### config.mk
export PLATFORM = sky130hd
export DESIGN_NAME = odtc_top
export DESIGN_NICKNAME = d
export VERILOG_FILES = /design/src/design/odtc_pkg.sv /design/src/design/odtc_delay.sv /design/src/design/odtc_top.sv
export VERILOG_INCLUDE_DIRS = /design/src /design/src/design
export SDC_FILE = /design/constraint.sdc
export NUM_CORES = 1
export LEC_CHECK = 0
export BUFFER_PORTS_ARGS = -buffer_cell sky130_fd_sc_hd__buf_2
export CELL_PAD_IN_SITES_DETAIL_PLACEMENT = 1
export CELL_PAD_IN_SITES_GLOBAL_PLACEMENT = 1
export CORE_MARGIN = 2
export CORE_UTILIZATION = 41
export CTS_BUF_LIST = sky130_fd_sc_hd__clkbuf_16
export DETAILED_ROUTE_END_ITERATION = 12
export PLACE_DENSITY = 0.8
export SYNTH_ARGS = -nofsm -noshare
export SYNTH_HDL_FRONTEND = slang
export SYNTH_SLANG_ARGS = --single-unit
### constraint.sdc
create_clock -name clk -period 2.82 [get_ports clk]
set_input_delay 0.564 -clock clk [delete_from_list [all_inputs] [get_ports clk]]
set_output_delay 0.564 -clock clk [all_outputs]
set_load 0.05 [all_outputs]
### src/design/odtc_cfg.svh
// Summary of operation
// - Clearing the DLL enable bit selects asynchronous termination control.
// - Asynchronous mode follows the ODT input directly, bypassing the DODTL delay line.
// - Asynchronous turn-on leaves park and reaches nominal in a window after ODT high.
// - Asynchronous turn-off is timed from the edge ODT is first registered low.
// - With buffer disable set, nominal termination is never applied in power-down.
// - ODT sampled after CKE low, or within tANPD before, may give nominal or park.
// - tANPD equals write latency minus one, counted back from power-down entry.
// - Synchronous and dynamic changes start at the latency's ending edge, settle in tADC.
// - The nominal value comes from mode register 1 bits 10 to 8.
// - Write termination is unused in DLL-off mode; its field must read 000.
`ifndef ODTC_CFG_SVH
`define ODTC_CFG_SVH
`define ODTC_ADDR_MR1 12'h000
`define ODTC_ADDR_MR2 12'h004
`define ODTC_ADDR_MR5 12'h008
`define ODTC_ADDR_LAT 12'h00c
`define ODTC_ADDR_STAT 12'h010
`define ODTC_MR1_DLL_BIT 0
`define ODTC_MR1_NOM_LSB 8
`define ODTC_MR2_WR_LSB 9
`define ODTC_MR5_BUFDIS_BIT 5
`define ODTC_MR5_PARK_LSB 6
`define ODTC_LAT_WL_LSB 0
`define ODTC_LAT_DODT_LSB 8
`define ODTC_MR1_RESET 32'h00000001
`define ODTC_MR2_RESET 32'h00000000
`define ODTC_MR5_RESET 32'h00000000
`define ODTC_LAT_RESET 32'h00000907
`define ODTC_AONAS_NS 1
`define ODTC_AONAS_MAX_NS 9
`define ODTC_AOFAS_NS 1
`define ODTC_AOFAS_MAX_NS 9
`define ODTC_CLK_NS 10
`endif

### src/design/odtc_pkg.sv
package odtc_pkg;
    typedef enum logic [2:0] {
        ODTC_PARK = 3'b001,
        ODTC_SWITCH = 3'b010,
        ODTC_NOM = 3'b100
    } odtc_term_t;
endpackage

### src/design/odtc_delay.sv
`timescale 1ns/1ps
// Programmable delay line for the synchronous ODT request.
module odtc_delay #(
    parameter int DEPTH = 32
) (
    // Clock and reset
    input wire logic clk,
    input wire logic rst,
    // Request
    input wire logic din,
    input wire logic [7:0] lat,
    output logic dout
);
    logic [DEPTH-1:0] shiftReg;
    logic [DEPTH-1:0] shiftNext;
    logic outReg;
    logic outNext;

    always_comb begin
        shiftNext = {shiftReg[DEPTH-2:0], din};
        if (lat == 8'h00) begin
            outNext = din;
        end else if (lat >= 8'(DEPTH)) begin
            outNext = shiftReg[DEPTH-1];
        end else begin
            outNext = shiftReg[lat[4:0] - 5'h01];
        end
    end

    always_ff @(posedge clk) begin
        if (rst) begin
            shiftReg <= '0;
            outReg <= 1'b0;
        end else begin
            shiftReg <= shiftNext;
            outReg <= outNext;
        end
    end

    assign dout = outReg;
endmodule // odtc_delay

### src/design/odtc_top.sv
`timescale 1ns/1ps
`include "odtc_cfg.svh"
module odtc_top
    import odtc_pkg::*;
(
    // Clock and reset
    input wire logic clk,
    input wire logic rst,
    // Memory link pins, synchronous to clk
    input wire logic odtPin,
    input wire logic ckePin,
    // Termination state
    output logic [2:0] rttSel,
    output logic rttNomOn,
    output logic rttSwitching,
    // AXI4-Lite write address
    input wire logic [11:0] s_axi_awaddr,
    input wire logic s_axi_awvalid,
    output logic s_axi_awready,
    // AXI4-Lite write data
    input wire logic [31:0] s_axi_wdata,
    input wire logic [3:0] s_axi_wstrb,
    input wire logic s_axi_wvalid,
    output logic s_axi_wready,
    // AXI4-Lite write response
    output logic [1:0] s_axi_bresp,
    output logic s_axi_bvalid,
    input wire logic s_axi_bready,
    // AXI4-Lite read address
    input wire logic [11:0] s_axi_araddr,
    input wire logic s_axi_arvalid,
    output logic s_axi_arready,
    // AXI4-Lite read data
    output logic [31:0] s_axi_rdata,
    output logic [1:0] s_axi_rresp,
    output logic s_axi_rvalid,
    input wire logic s_axi_rready
);
    localparam int AON_MIN = (`ODTC_AONAS_NS + `ODTC_CLK_NS - 1) / `ODTC_CLK_NS;
    localparam int AON_SPAN = `ODTC_AONAS_MAX_NS / `ODTC_CLK_NS;
    localparam logic [3:0] SWITCH_CYC = 4'((AON_SPAN > AON_MIN) ? AON_SPAN : AON_MIN);

    function automatic logic [31:0] strbMerge(input logic [31:0] old, input logic [31:0] d,
                                              input logic [3:0] s);
        logic [31:0] r;
        r = old;
        for (int i = 0; i < 4; i++) begin
            if (s[i]) begin
                r[i*8 +: 8] = d[i*8 +: 8];
            end
        end
        return r;
    endfunction

    ////////////////////////////////////////////////////////////////////////////////
    // Register bus.

    logic [31:0] mr1Reg, mr1Next, mr2Reg, mr2Next, mr5Reg, mr5Next, latReg, latNext;
    logic [11:0] awAddrReg, awAddrNext;
    logic awHeldReg, awHeldNext;
    logic [31:0] wDataReg, wDataNext;
    logic [3:0] wStrbReg, wStrbNext;
    logic wHeldReg, wHeldNext;
    logic bValidReg, bValidNext;
    logic [1:0] bRespReg, bRespNext;
    logic rValidReg, rValidNext;
    logic [31:0] rDataReg, rDataNext;
    logic [1:0] rRespReg, rRespNext;
    logic [31:0] statWord;

    assign s_axi_awready = !awHeldReg && !bValidReg;
    assign s_axi_wready = !wHeldReg && !bValidReg;
    assign s_axi_arready = !rValidReg;
    assign s_axi_bvalid = bValidReg;
    assign s_axi_bresp = bRespReg;
    assign s_axi_rvalid = rValidReg;
    assign s_axi_rdata = rDataReg;
    assign s_axi_rresp = rRespReg;

    always_comb begin
        mr1Next = mr1Reg;
        mr2Next = mr2Reg;
        mr5Next = mr5Reg;
        latNext = latReg;
        awAddrNext = awAddrReg;
        awHeldNext = awHeldReg;
        wDataNext = wDataReg;
        wStrbNext = wStrbReg;
        wHeldNext = wHeldReg;
        bValidNext = bValidReg;
        bRespNext = bRespReg;
        rValidNext = rValidReg;
        rDataNext = rDataReg;
        rRespNext = rRespReg;
        if (s_axi_awvalid && s_axi_awready) begin
            awAddrNext = s_axi_awaddr;
            awHeldNext = 1'b1;
        end
        if (s_axi_wvalid && s_axi_wready) begin
            wDataNext = s_axi_wdata;
            wStrbNext = s_axi_wstrb;
            wHeldNext = 1'b1;
        end
        if (awHeldReg && wHeldReg) begin
            awHeldNext = 1'b0;
            wHeldNext = 1'b0;
            bValidNext = 1'b1;
            bRespNext = 2'b00;
            unique case (awAddrReg & 12'hffc)
                `ODTC_ADDR_MR1: mr1Next = strbMerge(mr1Reg, wDataReg, wStrbReg);
                `ODTC_ADDR_MR2: mr2Next = strbMerge(mr2Reg, wDataReg, wStrbReg);
                `ODTC_ADDR_MR5: mr5Next = strbMerge(mr5Reg, wDataReg, wStrbReg);
                `ODTC_ADDR_LAT: latNext = strbMerge(latReg, wDataReg, wStrbReg);
                `ODTC_ADDR_STAT: bRespNext = 2'b00;
                default: bRespNext = 2'b10;
            endcase
        end else if (bValidReg && s_axi_bready) begin
            bValidNext = 1'b0;
        end
        if (s_axi_arvalid && s_axi_arready) begin
            rValidNext = 1'b1;
            rRespNext = 2'b00;
            unique case (s_axi_araddr & 12'hffc)
                `ODTC_ADDR_MR1: rDataNext = mr1Reg;
                `ODTC_ADDR_MR2: rDataNext = mr2Reg;
                `ODTC_ADDR_MR5: rDataNext = mr5Reg;
                `ODTC_ADDR_LAT: rDataNext = latReg;
                `ODTC_ADDR_STAT: rDataNext = statWord;
                default: begin
                    rDataNext = 32'h00000000;
                    rRespNext = 2'b10;
                end
            endcase
        end else if (rValidReg && s_axi_rready) begin
            rValidNext = 1'b0;
        end
    end

    always_ff @(posedge clk) begin
        if (rst) begin
            mr1Reg <= `ODTC_MR1_RESET;
            mr2Reg <= `ODTC_MR2_RESET;
            mr5Reg <= `ODTC_MR5_RESET;
            latReg <= `ODTC_LAT_RESET;
            awAddrReg <= 12'h000;
            awHeldReg <= 1'b0;
            wDataReg <= 32'h00000000;
            wStrbReg <= 4'h0;
            wHeldReg <= 1'b0;
            bValidReg <= 1'b0;
            bRespReg <= 2'b00;
            rValidReg <= 1'b0;
            rDataReg <= 32'h00000000;
            rRespReg <= 2'b00;
        end else begin
            mr1Reg <= mr1Next;
            mr2Reg <= mr2Next;
            mr5Reg <= mr5Next;
            latReg <= latNext;
            awAddrReg <= awAddrNext;
            awHeldReg <= awHeldNext;
            wDataReg <= wDataNext;
            wStrbReg <= wStrbNext;
            wHeldReg <= wHeldNext;
            bValidReg <= bValidNext;
            bRespReg <= bRespNext;
            rValidReg <= rValidNext;
            rDataReg <= rDataNext;
            rRespReg <= rRespNext;
        end
    end

    ////////////////////////////////////////////////////////////////////////////////
    // Mode decode.

    logic asyncMode;
    logic bufDisable;
    logic [2:0] nomCode, parkCode, wrCode;
    logic [7:0] wlCyc, dodtCyc;
    logic wrConflict;

    assign asyncMode = !mr1Reg[`ODTC_MR1_DLL_BIT];
    assign bufDisable = mr5Reg[`ODTC_MR5_BUFDIS_BIT];
    assign nomCode = mr1Reg[`ODTC_MR1_NOM_LSB +: 3];
    assign parkCode = mr5Reg[`ODTC_MR5_PARK_LSB +: 3];
    assign wrCode = mr2Reg[`ODTC_MR2_WR_LSB +: 3];
    assign wlCyc = latReg[`ODTC_LAT_WL_LSB +: 8];
    assign dodtCyc = latReg[`ODTC_LAT_DODT_LSB +: 8];
    // Software error flag: write termination left on while the DLL is off.
    assign wrConflict = asyncMode && (wrCode != 3'b000);

    ////////////////////////////////////////////////////////////////////////////////
    // Power-down tracking and termination state.

    logic ckeReg, pdReg, pdNext;
    logic syncReq;
    logic termReq;
    odtc_term_t stReg, stNext;
    logic [3:0] cntReg, cntNext;

    // Synchronous requests start on the edge ending DODTLon or DODTLoff.
    odtc_delay #(.DEPTH(32)) syncPath (
        .clk(clk),
        .rst(rst),
        .din(odtPin),
        .lat(dodtCyc),
        .dout(syncReq)
    );

    // Entry is taken on the edge CKE is first registered low; the host keeps ODT
    // steady through tCPDED, so gating with pdReg or a low ckePin is safe.
    always_comb begin
        pdNext = pdReg;
        if (ckeReg && !ckePin) begin
            pdNext = 1'b1;
        end else if (!ckeReg && ckePin) begin
            pdNext = 1'b0;
        end
    end

    // Samples inside tANPD (WL-1) may resolve to park here: treated as allowed.
    assign termReq = (asyncMode ? odtPin : syncReq)
                     && !(bufDisable && (pdReg || !ckePin));

    always_comb begin
        stNext = stReg;
        cntNext = cntReg;
        unique case (stReg)
            ODTC_PARK: begin
                if (termReq) begin
                    stNext = asyncMode ? ODTC_SWITCH : ODTC_NOM;
                    cntNext = SWITCH_CYC;
                end
            end
            ODTC_SWITCH: begin
                if (!termReq) begin
                    stNext = ODTC_PARK;
                end else if (cntReg <= 4'h1) begin
                    stNext = ODTC_NOM;
                end else begin
                    cntNext = cntReg - 4'h1;
                end
            end
            ODTC_NOM: begin
                if (!termReq) begin
                    stNext = ODTC_PARK;
                end
            end
            default: stNext = ODTC_PARK;
        endcase
    end

    always_ff @(posedge clk) begin
        if (rst) begin
            ckeReg <= 1'b1;
            pdReg <= 1'b0;
            stReg <= ODTC_PARK;
            cntReg <= 4'h0;
        end else begin
            ckeReg <= ckePin;
            pdReg <= pdNext;
            stReg <= stNext;
            cntReg <= cntNext;
        end
    end

    // The rttSel code is registered so the pad driver sees a clean code.
    logic [2:0] selReg, selNext;
    always_comb begin
        selNext = (stNext == ODTC_NOM) ? nomCode : parkCode;
    end
    always_ff @(posedge clk) begin
        if (rst) begin
            selReg <= 3'b000;
        end else begin
            selReg <= selNext;
        end
    end

    assign rttSel = selReg;
    assign rttNomOn = (stReg == ODTC_NOM);
    assign rttSwitching = (stReg == ODTC_SWITCH);
    assign statWord = {25'h0000000, wlCyc[2:0] == 3'b000, wrConflict, pdReg, stReg, asyncMode};
endmodule // odtc_top

# After elaboration in Yosys (flattened, before gate mapping)
# Cells that the tools add are included.
[op_classes]
addsub = 2
mul = 0
div_mod_pow = 0
order_cmp = 3
n_eq_ne = 15
n_shift = 0
mux = 25
bitwise = 0
reduce_logical = 51
[op_table]
columns = ["cell", "n"]
rows = [
  ["one-hot mux 32 bit (5 select lines)", 1],
  ["AND reduction 3 bit", 16],
  ["equality test 10 x 2 -> 1 bit, second input constant", 4],
  ["zero test 12 bit", 2],
  ["equality test 10 x 1 -> 1 bit, second input constant", 2],
  ["equality test 10 x 3 -> 1 bit, second input constant", 2],
  ["2-to-1 mux 3 bit", 6],
  ["logical AND 1 bit", 13],
  ["2-to-1 mux 4 bit", 3],
  ["2-to-1 mux 1 bit", 10],
  ["OR reduction 5 bit", 2],
  ["one-hot mux 3 bit (3 select lines)", 1],
  [">= comparator 8 x 6 -> 1 bit, second input constant", 1],
  ["zero test 1 bit", 8],
  ["zero test 8 bit", 1],
  ["one-hot mux 4 bit (2 select lines)", 1],
  ["nonzero test 2 bit", 4],
  ["equality test 3 bit, second input constant", 2],
  ["less-than comparator 5 x 6 -> 1 bit, second input constant", 1],
  ["binary-select mux 1 bit (select 5 bit)", 1],
  ["subtractor 5 x 1 -> 5 bit, second input constant", 1],
  ["<= comparator 4 x 1 -> 1 bit, second input constant", 1],
  ["2-to-1 mux 2 bit", 2],
  ["!= test 2 bit, second input constant", 2],
  ["other kinds (9)", 9],
]
[word_totals]
ff_bits = 261
latch_bits = 0
ramBits = 0
mem_bits_ro = 0
in_bits = 69
out_inout_bits = 46
wordCells = 129
mem_count = 0

# Depth between registers and ports, before layout
[depth]
word_depth = 9
ltp_mapped = 9
depth_no_buf = 7

# Cells and area by module
# Synthesis repeated with hierarchy kept, for this count alone.
[unflattened]
hier_cells = 1052
hier_area_um2 = 11144.4
[by_module_without_submodules]
columns = ["mod", "instances", "cells_each", "area_per_inst_um2", "seq_area_each_um2"]
rows = [
  ["odtc_top", 1, 927, 9698.1, 4484.3],
  ["odtc_delay", 1, 125, 1446.4, 660.6],
]

# Worst setup path after synthesis
# OpenSTA, ideal clock, no wires.
[synth_timing]
path_kind = "flip-flop to flip-flop"
startpoint = "register latReg[8]"
endpoint = "register syncPath.outReg, in the netlist syncPath.dout"
setup_ps = 134
arrival_time_ps = 2150
required_time_ps = 2686
setup_slack_ps = 536
path_stages_with_launch = 9
path_buffers = 2
synth_period_minus_slack_ps = 2284
path_cell_list = "dfxtp_1 -> buf_2 -> inv_1 -> ha_1 -> clkbuf_1 -> mux4_2 -> mux2_2 -> o2111ai_1 -> o22ai_1"
[synth_via]
elab_chain_cells = 5
elab_cells_between_ends = 7
cone_classes = "1 x add/sub; 1 x order compare; 4 x mux; 1 x reduce/logical"
[synth_rtl]
columns = ["element", "line", "rtl"]
rows = [
  ["start: declaration", "odtc_top.sv:58", "logic [31:0] mr1Reg, mr1Next, mr2Reg, mr2Next, mr5Reg, mr5Next, latReg, latNext;"],
  ["start signal: assignment", "odtc_top.sv:144", "latReg <= `ODTC_LAT_RESET;"],
  ["start signal: assignment", "odtc_top.sv:159", "latReg <= latNext;"],
  ["subtractor 5 x 1 -> 5 bit", "odtc_delay.sv:26", "outNext = shiftReg[lat[4:0] - 5'h01];"],
  ["binary-select mux 1 bit (select 5 bit)", "odtc_delay.sv:26", ""],
  ["2-to-1 mux 1 bit (not written as such)", "odtc_delay.sv:26", ""],
  ["2-to-1 mux 1 bit", "odtc_delay.sv:23", "end else if (lat >= 8'(DEPTH)) begin"],
  ["2-to-1 mux 1 bit *", "odtc_delay.sv:21", "if (lat == 8'h00) begin"],
  ["end signal: assignment", "odtc_delay.sv:36", "outReg <= outNext;"],
  ["end: declaration", "odtc_delay.sv:16", "logic outReg;"],
]
# Every way passes the cells marked *; elsewhere a longest branch is shown, timed or not. The select of a mux whose other input is x is not followed.
# A chain may end at the register's enable or synchronous reset.

# Final worst setup path
[layout_timing]
startpoint = "register awAddrReg[4]"
endpoint = "register mr1Reg[15]"
[layout_via]
elab_chain_cells = 2
[layout_rtl]
columns = ["element", "line", "rtl"]
rows = [
  ["start: declaration", "odtc_top.sv:59", "logic [11:0] awAddrReg, awAddrNext;"],
  ["start signal: assignment", "odtc_top.sv:160", "awAddrReg <= awAddrNext;"],
  ["zero test 12 bit", "odtc_top.sv:109", "unique case (awAddrReg & 12'hffc)"],
  ["AND reduction 3 bit (no source line)", "--", ""],
  ["end signal: assignment", "odtc_top.sv:141", "mr1Reg <= `ODTC_MR1_RESET;"],
  ["end signal: assignment", "odtc_top.sv:156", "mr1Reg <= mr1Next;"],
  ["end: declaration", "odtc_top.sv:58", ""],
]
# Every way passes these cells.

==> results by group <==
Worst setup path
  • Worst Path Required: 3.21 ns
  • CP cell instances: nor4_4, nand2_1, nor2_4, mux2i_1, nor2_1
  • Crit Path Class: flop to flop
  • CP arrival: 2.65 ns
  • Critical path's slowest cell: nor4_4
  • Max stage delay on crit path: approximately 0.5 ns
  • Worst setup SP type: flop
  • Crit Path Max Fanout: 10
  • Setup crit end kind: flop

Clock network
  • H-tree depth: 1
  • Postcts setup bufs: 0
  • # resized after CTS: 0
  • TritonCTS buffer count: 27
  • # hold bufs at CTS: 0
  • Clock tree sinks: around 260
  • Clk slew on worst S/H paths: ~0.06 ns
  • CTS tree: done
  • Clk buf depth: 3
  • Root Driver: clkbuf_16
  • Clk Latency, worst-skew pair: about 0.53 ns

Cells and area
  • Antenna Cells: 0
  • Final core occ: slightly below 50%
  • Area grow syn2layout: 17.71%
  • Share of cells above drive strength 1: 19.57%
  • Post-route cell area: 0.01217 mm²
  • Fin nets: 1260

Yosys
  • Post-synthesis sequential area ratio: approximately 50%
  • Syn Std Cell Area: between 0.01 and 0.015 mm²
  • Synth area leader: dfxtp_1
  • Number of synthesized flops with an enable pin: 0
  • Yosys reg bits: between 200 and 300
  • Post-Syn Instances: 1087
  • Syn_area_per_cell: between 9 and 10 µm²
  • Yosys warns: 0
  • Top_reg_cell synth: dfxtp_1
  • Share of the synthesized area in the top cell type: 49.76%
  • Ys async rst share: 0%
  • Top area cells in the synthesized netlist: dfxtp_1 (50%), mux2i_1 (7.9%), nand2_1 (7.4%), mux4_2 (7.2%), a21oi_1 (6.5%)
  • Netlist cell types: 54

Placed design
  • GPL Wtd Cong: ~0.81
  • DP HPWL: 18810 µm
  • Worst slack at placement: 0.5887 ns
  • Port bufs: about 110
  • DP Area: between 0.01 and 0.015 mm²

Floorplan
  • Chip height: roughly 160 µm
  • Die extent in x: ~160 µm
  • Die area: 0.02650 mm²
  • Core area: around 0.025 mm²
  • Row count: 58
  • I/O pin count: roughly 120
  • Initial Util: between 40% and 50%

Global routing
  • Grt total ovfl: 0
  • Vias in the first global route: 8771
  • First-pass GRT wire length: between 40000 and 50000 µm
  • Initial antenna violation count: 0
  • Gr usage total: between 20% and 30%
  • Largest net degree at the start of global routing: 62

Pwr
  • Comb power frac: about 6.2%
  • IR drop worst, VDD: around 330 µV
  • Switching part of the total power: approximately a quarter
  • Net Switching: around 1.8 mW
  • Tot Pwr: roughly 7.8 mW
  • Clock group share of total power: between 40% and 50%
  • Pwr Density: between 600 and 700 mW/mm²
  • Pleak: roughly 4.5 nW
  • Seq pwr share: between 40% and 50%
  • Int Pwr: approximately 6 mW

Drt
  • Antenna Nets Post-Route: 0
  • Initial DRC count: 545
  • DRC: 0
  • Drt wl/cell: 18.51 µm
  • Vias: 8235
  • Final WL: ~28000 µm
  • Vias per cell: approximately 5.4
  • Pre-Repair DR Iteration Count: 6

Timing
  • Tightest Pin Transition: between 0.7 and 0.8 ns
  • Final Cycle Share: between 70% and 80%
  • Crit path time final: 2.254 ns
  • Slew HR: around half
  • Final Hold Vio Count: 0
  • Post-route setup TNS: 0 ns
  • Final setup vio count: 0
  • RSZ-0062 raised after global routing: no
  • Final Max Tran Viols: 0
  • Clk_skew: 0.007830 ns
  • Fmax: between 0.4 and 0.5 GHz
  • Post-route setup slack: roughly 0.57 ns

Job
  • Max-Cap Viols: 0

Worst hold path
  • Hold Path Class: primary input to flop

Status
  • Outcome: complete, no violations
worst paths after layout:
check / from / endpoint / slack (ns) / cells after the start
max: awAddrReg[4] / mr1Reg[15] / 0.57 / 5
min: s_axi_rready / s_axi_rvalid / 0.22 / 2
max reg2reg: awAddrReg[4] / mr1Reg[15] / 0.57 / 5
min reg2reg: mr1Reg[23] / mr1Reg[23] / 0.45 / 2
critical path, delay by kind of cell (launching register included):
kind	cells	cell delay (ns)
simple gates	4	1.52
flops	1	0.34
mux	1	0.26
final cells by class:
| class | count | area, µm² |
|---|---|---|
| Clock buffer | 27 | 675.6 |
| Clock inverter | 22 | 196.4 |
| Fill cell | 2919 | 12790 |
| Inverter | 10 | 37.54 |
| Multi-Input combinational cell | 758 | 4925 |
| Sequential cell | 257 | 5145 |
| Tap cell | 330 | 412.9 |
| Timing Repair Buffer | 132 | 777.0 |
power groups by stage:
| stage | combinational, mW | clock, mW | sequential (mW) |
|---|---|---|---|
| 6_report | 0.483 | 3.53 | 3.77 |
| 3_3_place_gp | 0.475 | 0 | 3.84 |
| 5_1_grt | 0.527 | 3.74 | 3.78 |
| 4_1_cts | 0.489 | 3.60 | 3.77 |
| 3_5_place_dp | 0.484 | 0 | 3.85 |
| 2_1_floorplan | 0.282 | 0 | 3.85 |
per-layer routing:
layer	global-route usage, %	share of wire, %	wire length (µm)	up-vias
li1	-	-	-	3956
met1	26.38	42	12030	4063
met2	39.06	51	14450	164
met3	3.514	4.6	1317	52
met4	6.315	2.3	645	0
met5	0	0	0	-
cell usage after synthesis (6+ instances only):
cell type	count
nor2_1	86
nand2b_1	13
nand3_1	6
a22o_1	25
mux2i_1	82
dfxtp_1	257
buf_2	6
nor2_4	8
inv_1	10
mux4_2	33
nor2b_1	34
a21oi_1	135
nand2_1	203
o21ai_0	49
nor3_1	8
clkbuf_1	52
per-stage QoR:
step           hold WS [ns]  instances
2_1_floorplan        0.4287       1088
3_3_place_gp         0.4348       1487
3_5_place_dp         0.4473       1487
4_1_cts              0.2029       1536
5_1_grt              0.2263       1536
6_report             0.2177       1536
cell families (layout without fill, tap and decap cells):
group	after synthesis	after routing	synth area share (%)
AOI/OAI and AO/OA	230	230	12.68
xor gates and xnor gates	3	3	0.2542
adders and majority gates	5	5	0.6051
buffers and inverters	73	191	2.796
DFF	257	257	49.76
muxes	117	117	15.35
other	1	2	0.03627
and+or+nand+nor	401	401	18.52
placed cells by master (no fill, tap or decap), drive strengths merged, types with 5 or more instances in the layout:
cell type	count
dfxtp	257
nand2	203
a21oi	135
buf	132
nor2	98
mux2i	82
o21ai	49
nor2b	34
mux4	33
clkbuf	27
a22o	25
inv	14
nand2b	13
clkinv	13
nor3	9
nand3	9
or2	5
ha	5
nand3b	5
flip-flops by register name, indices dropped and copies added (netlist names), 3 cells and up:
| name | cells |
|---|---|
| latReg | 32 |
| mr1Reg | 32 |
| mr2Reg | 32 |
| mr5Reg | 32 |
| s_axi_rdata | 32 |
| syncPath.shiftReg | 32 |
| wDataReg | 32 |
| awAddrReg | 10 |
| cntReg | 4 |
| wStrbReg | 4 |
| rttSel | 3 |
| stReg | 3 |
(Power assumes the default switching activity.)
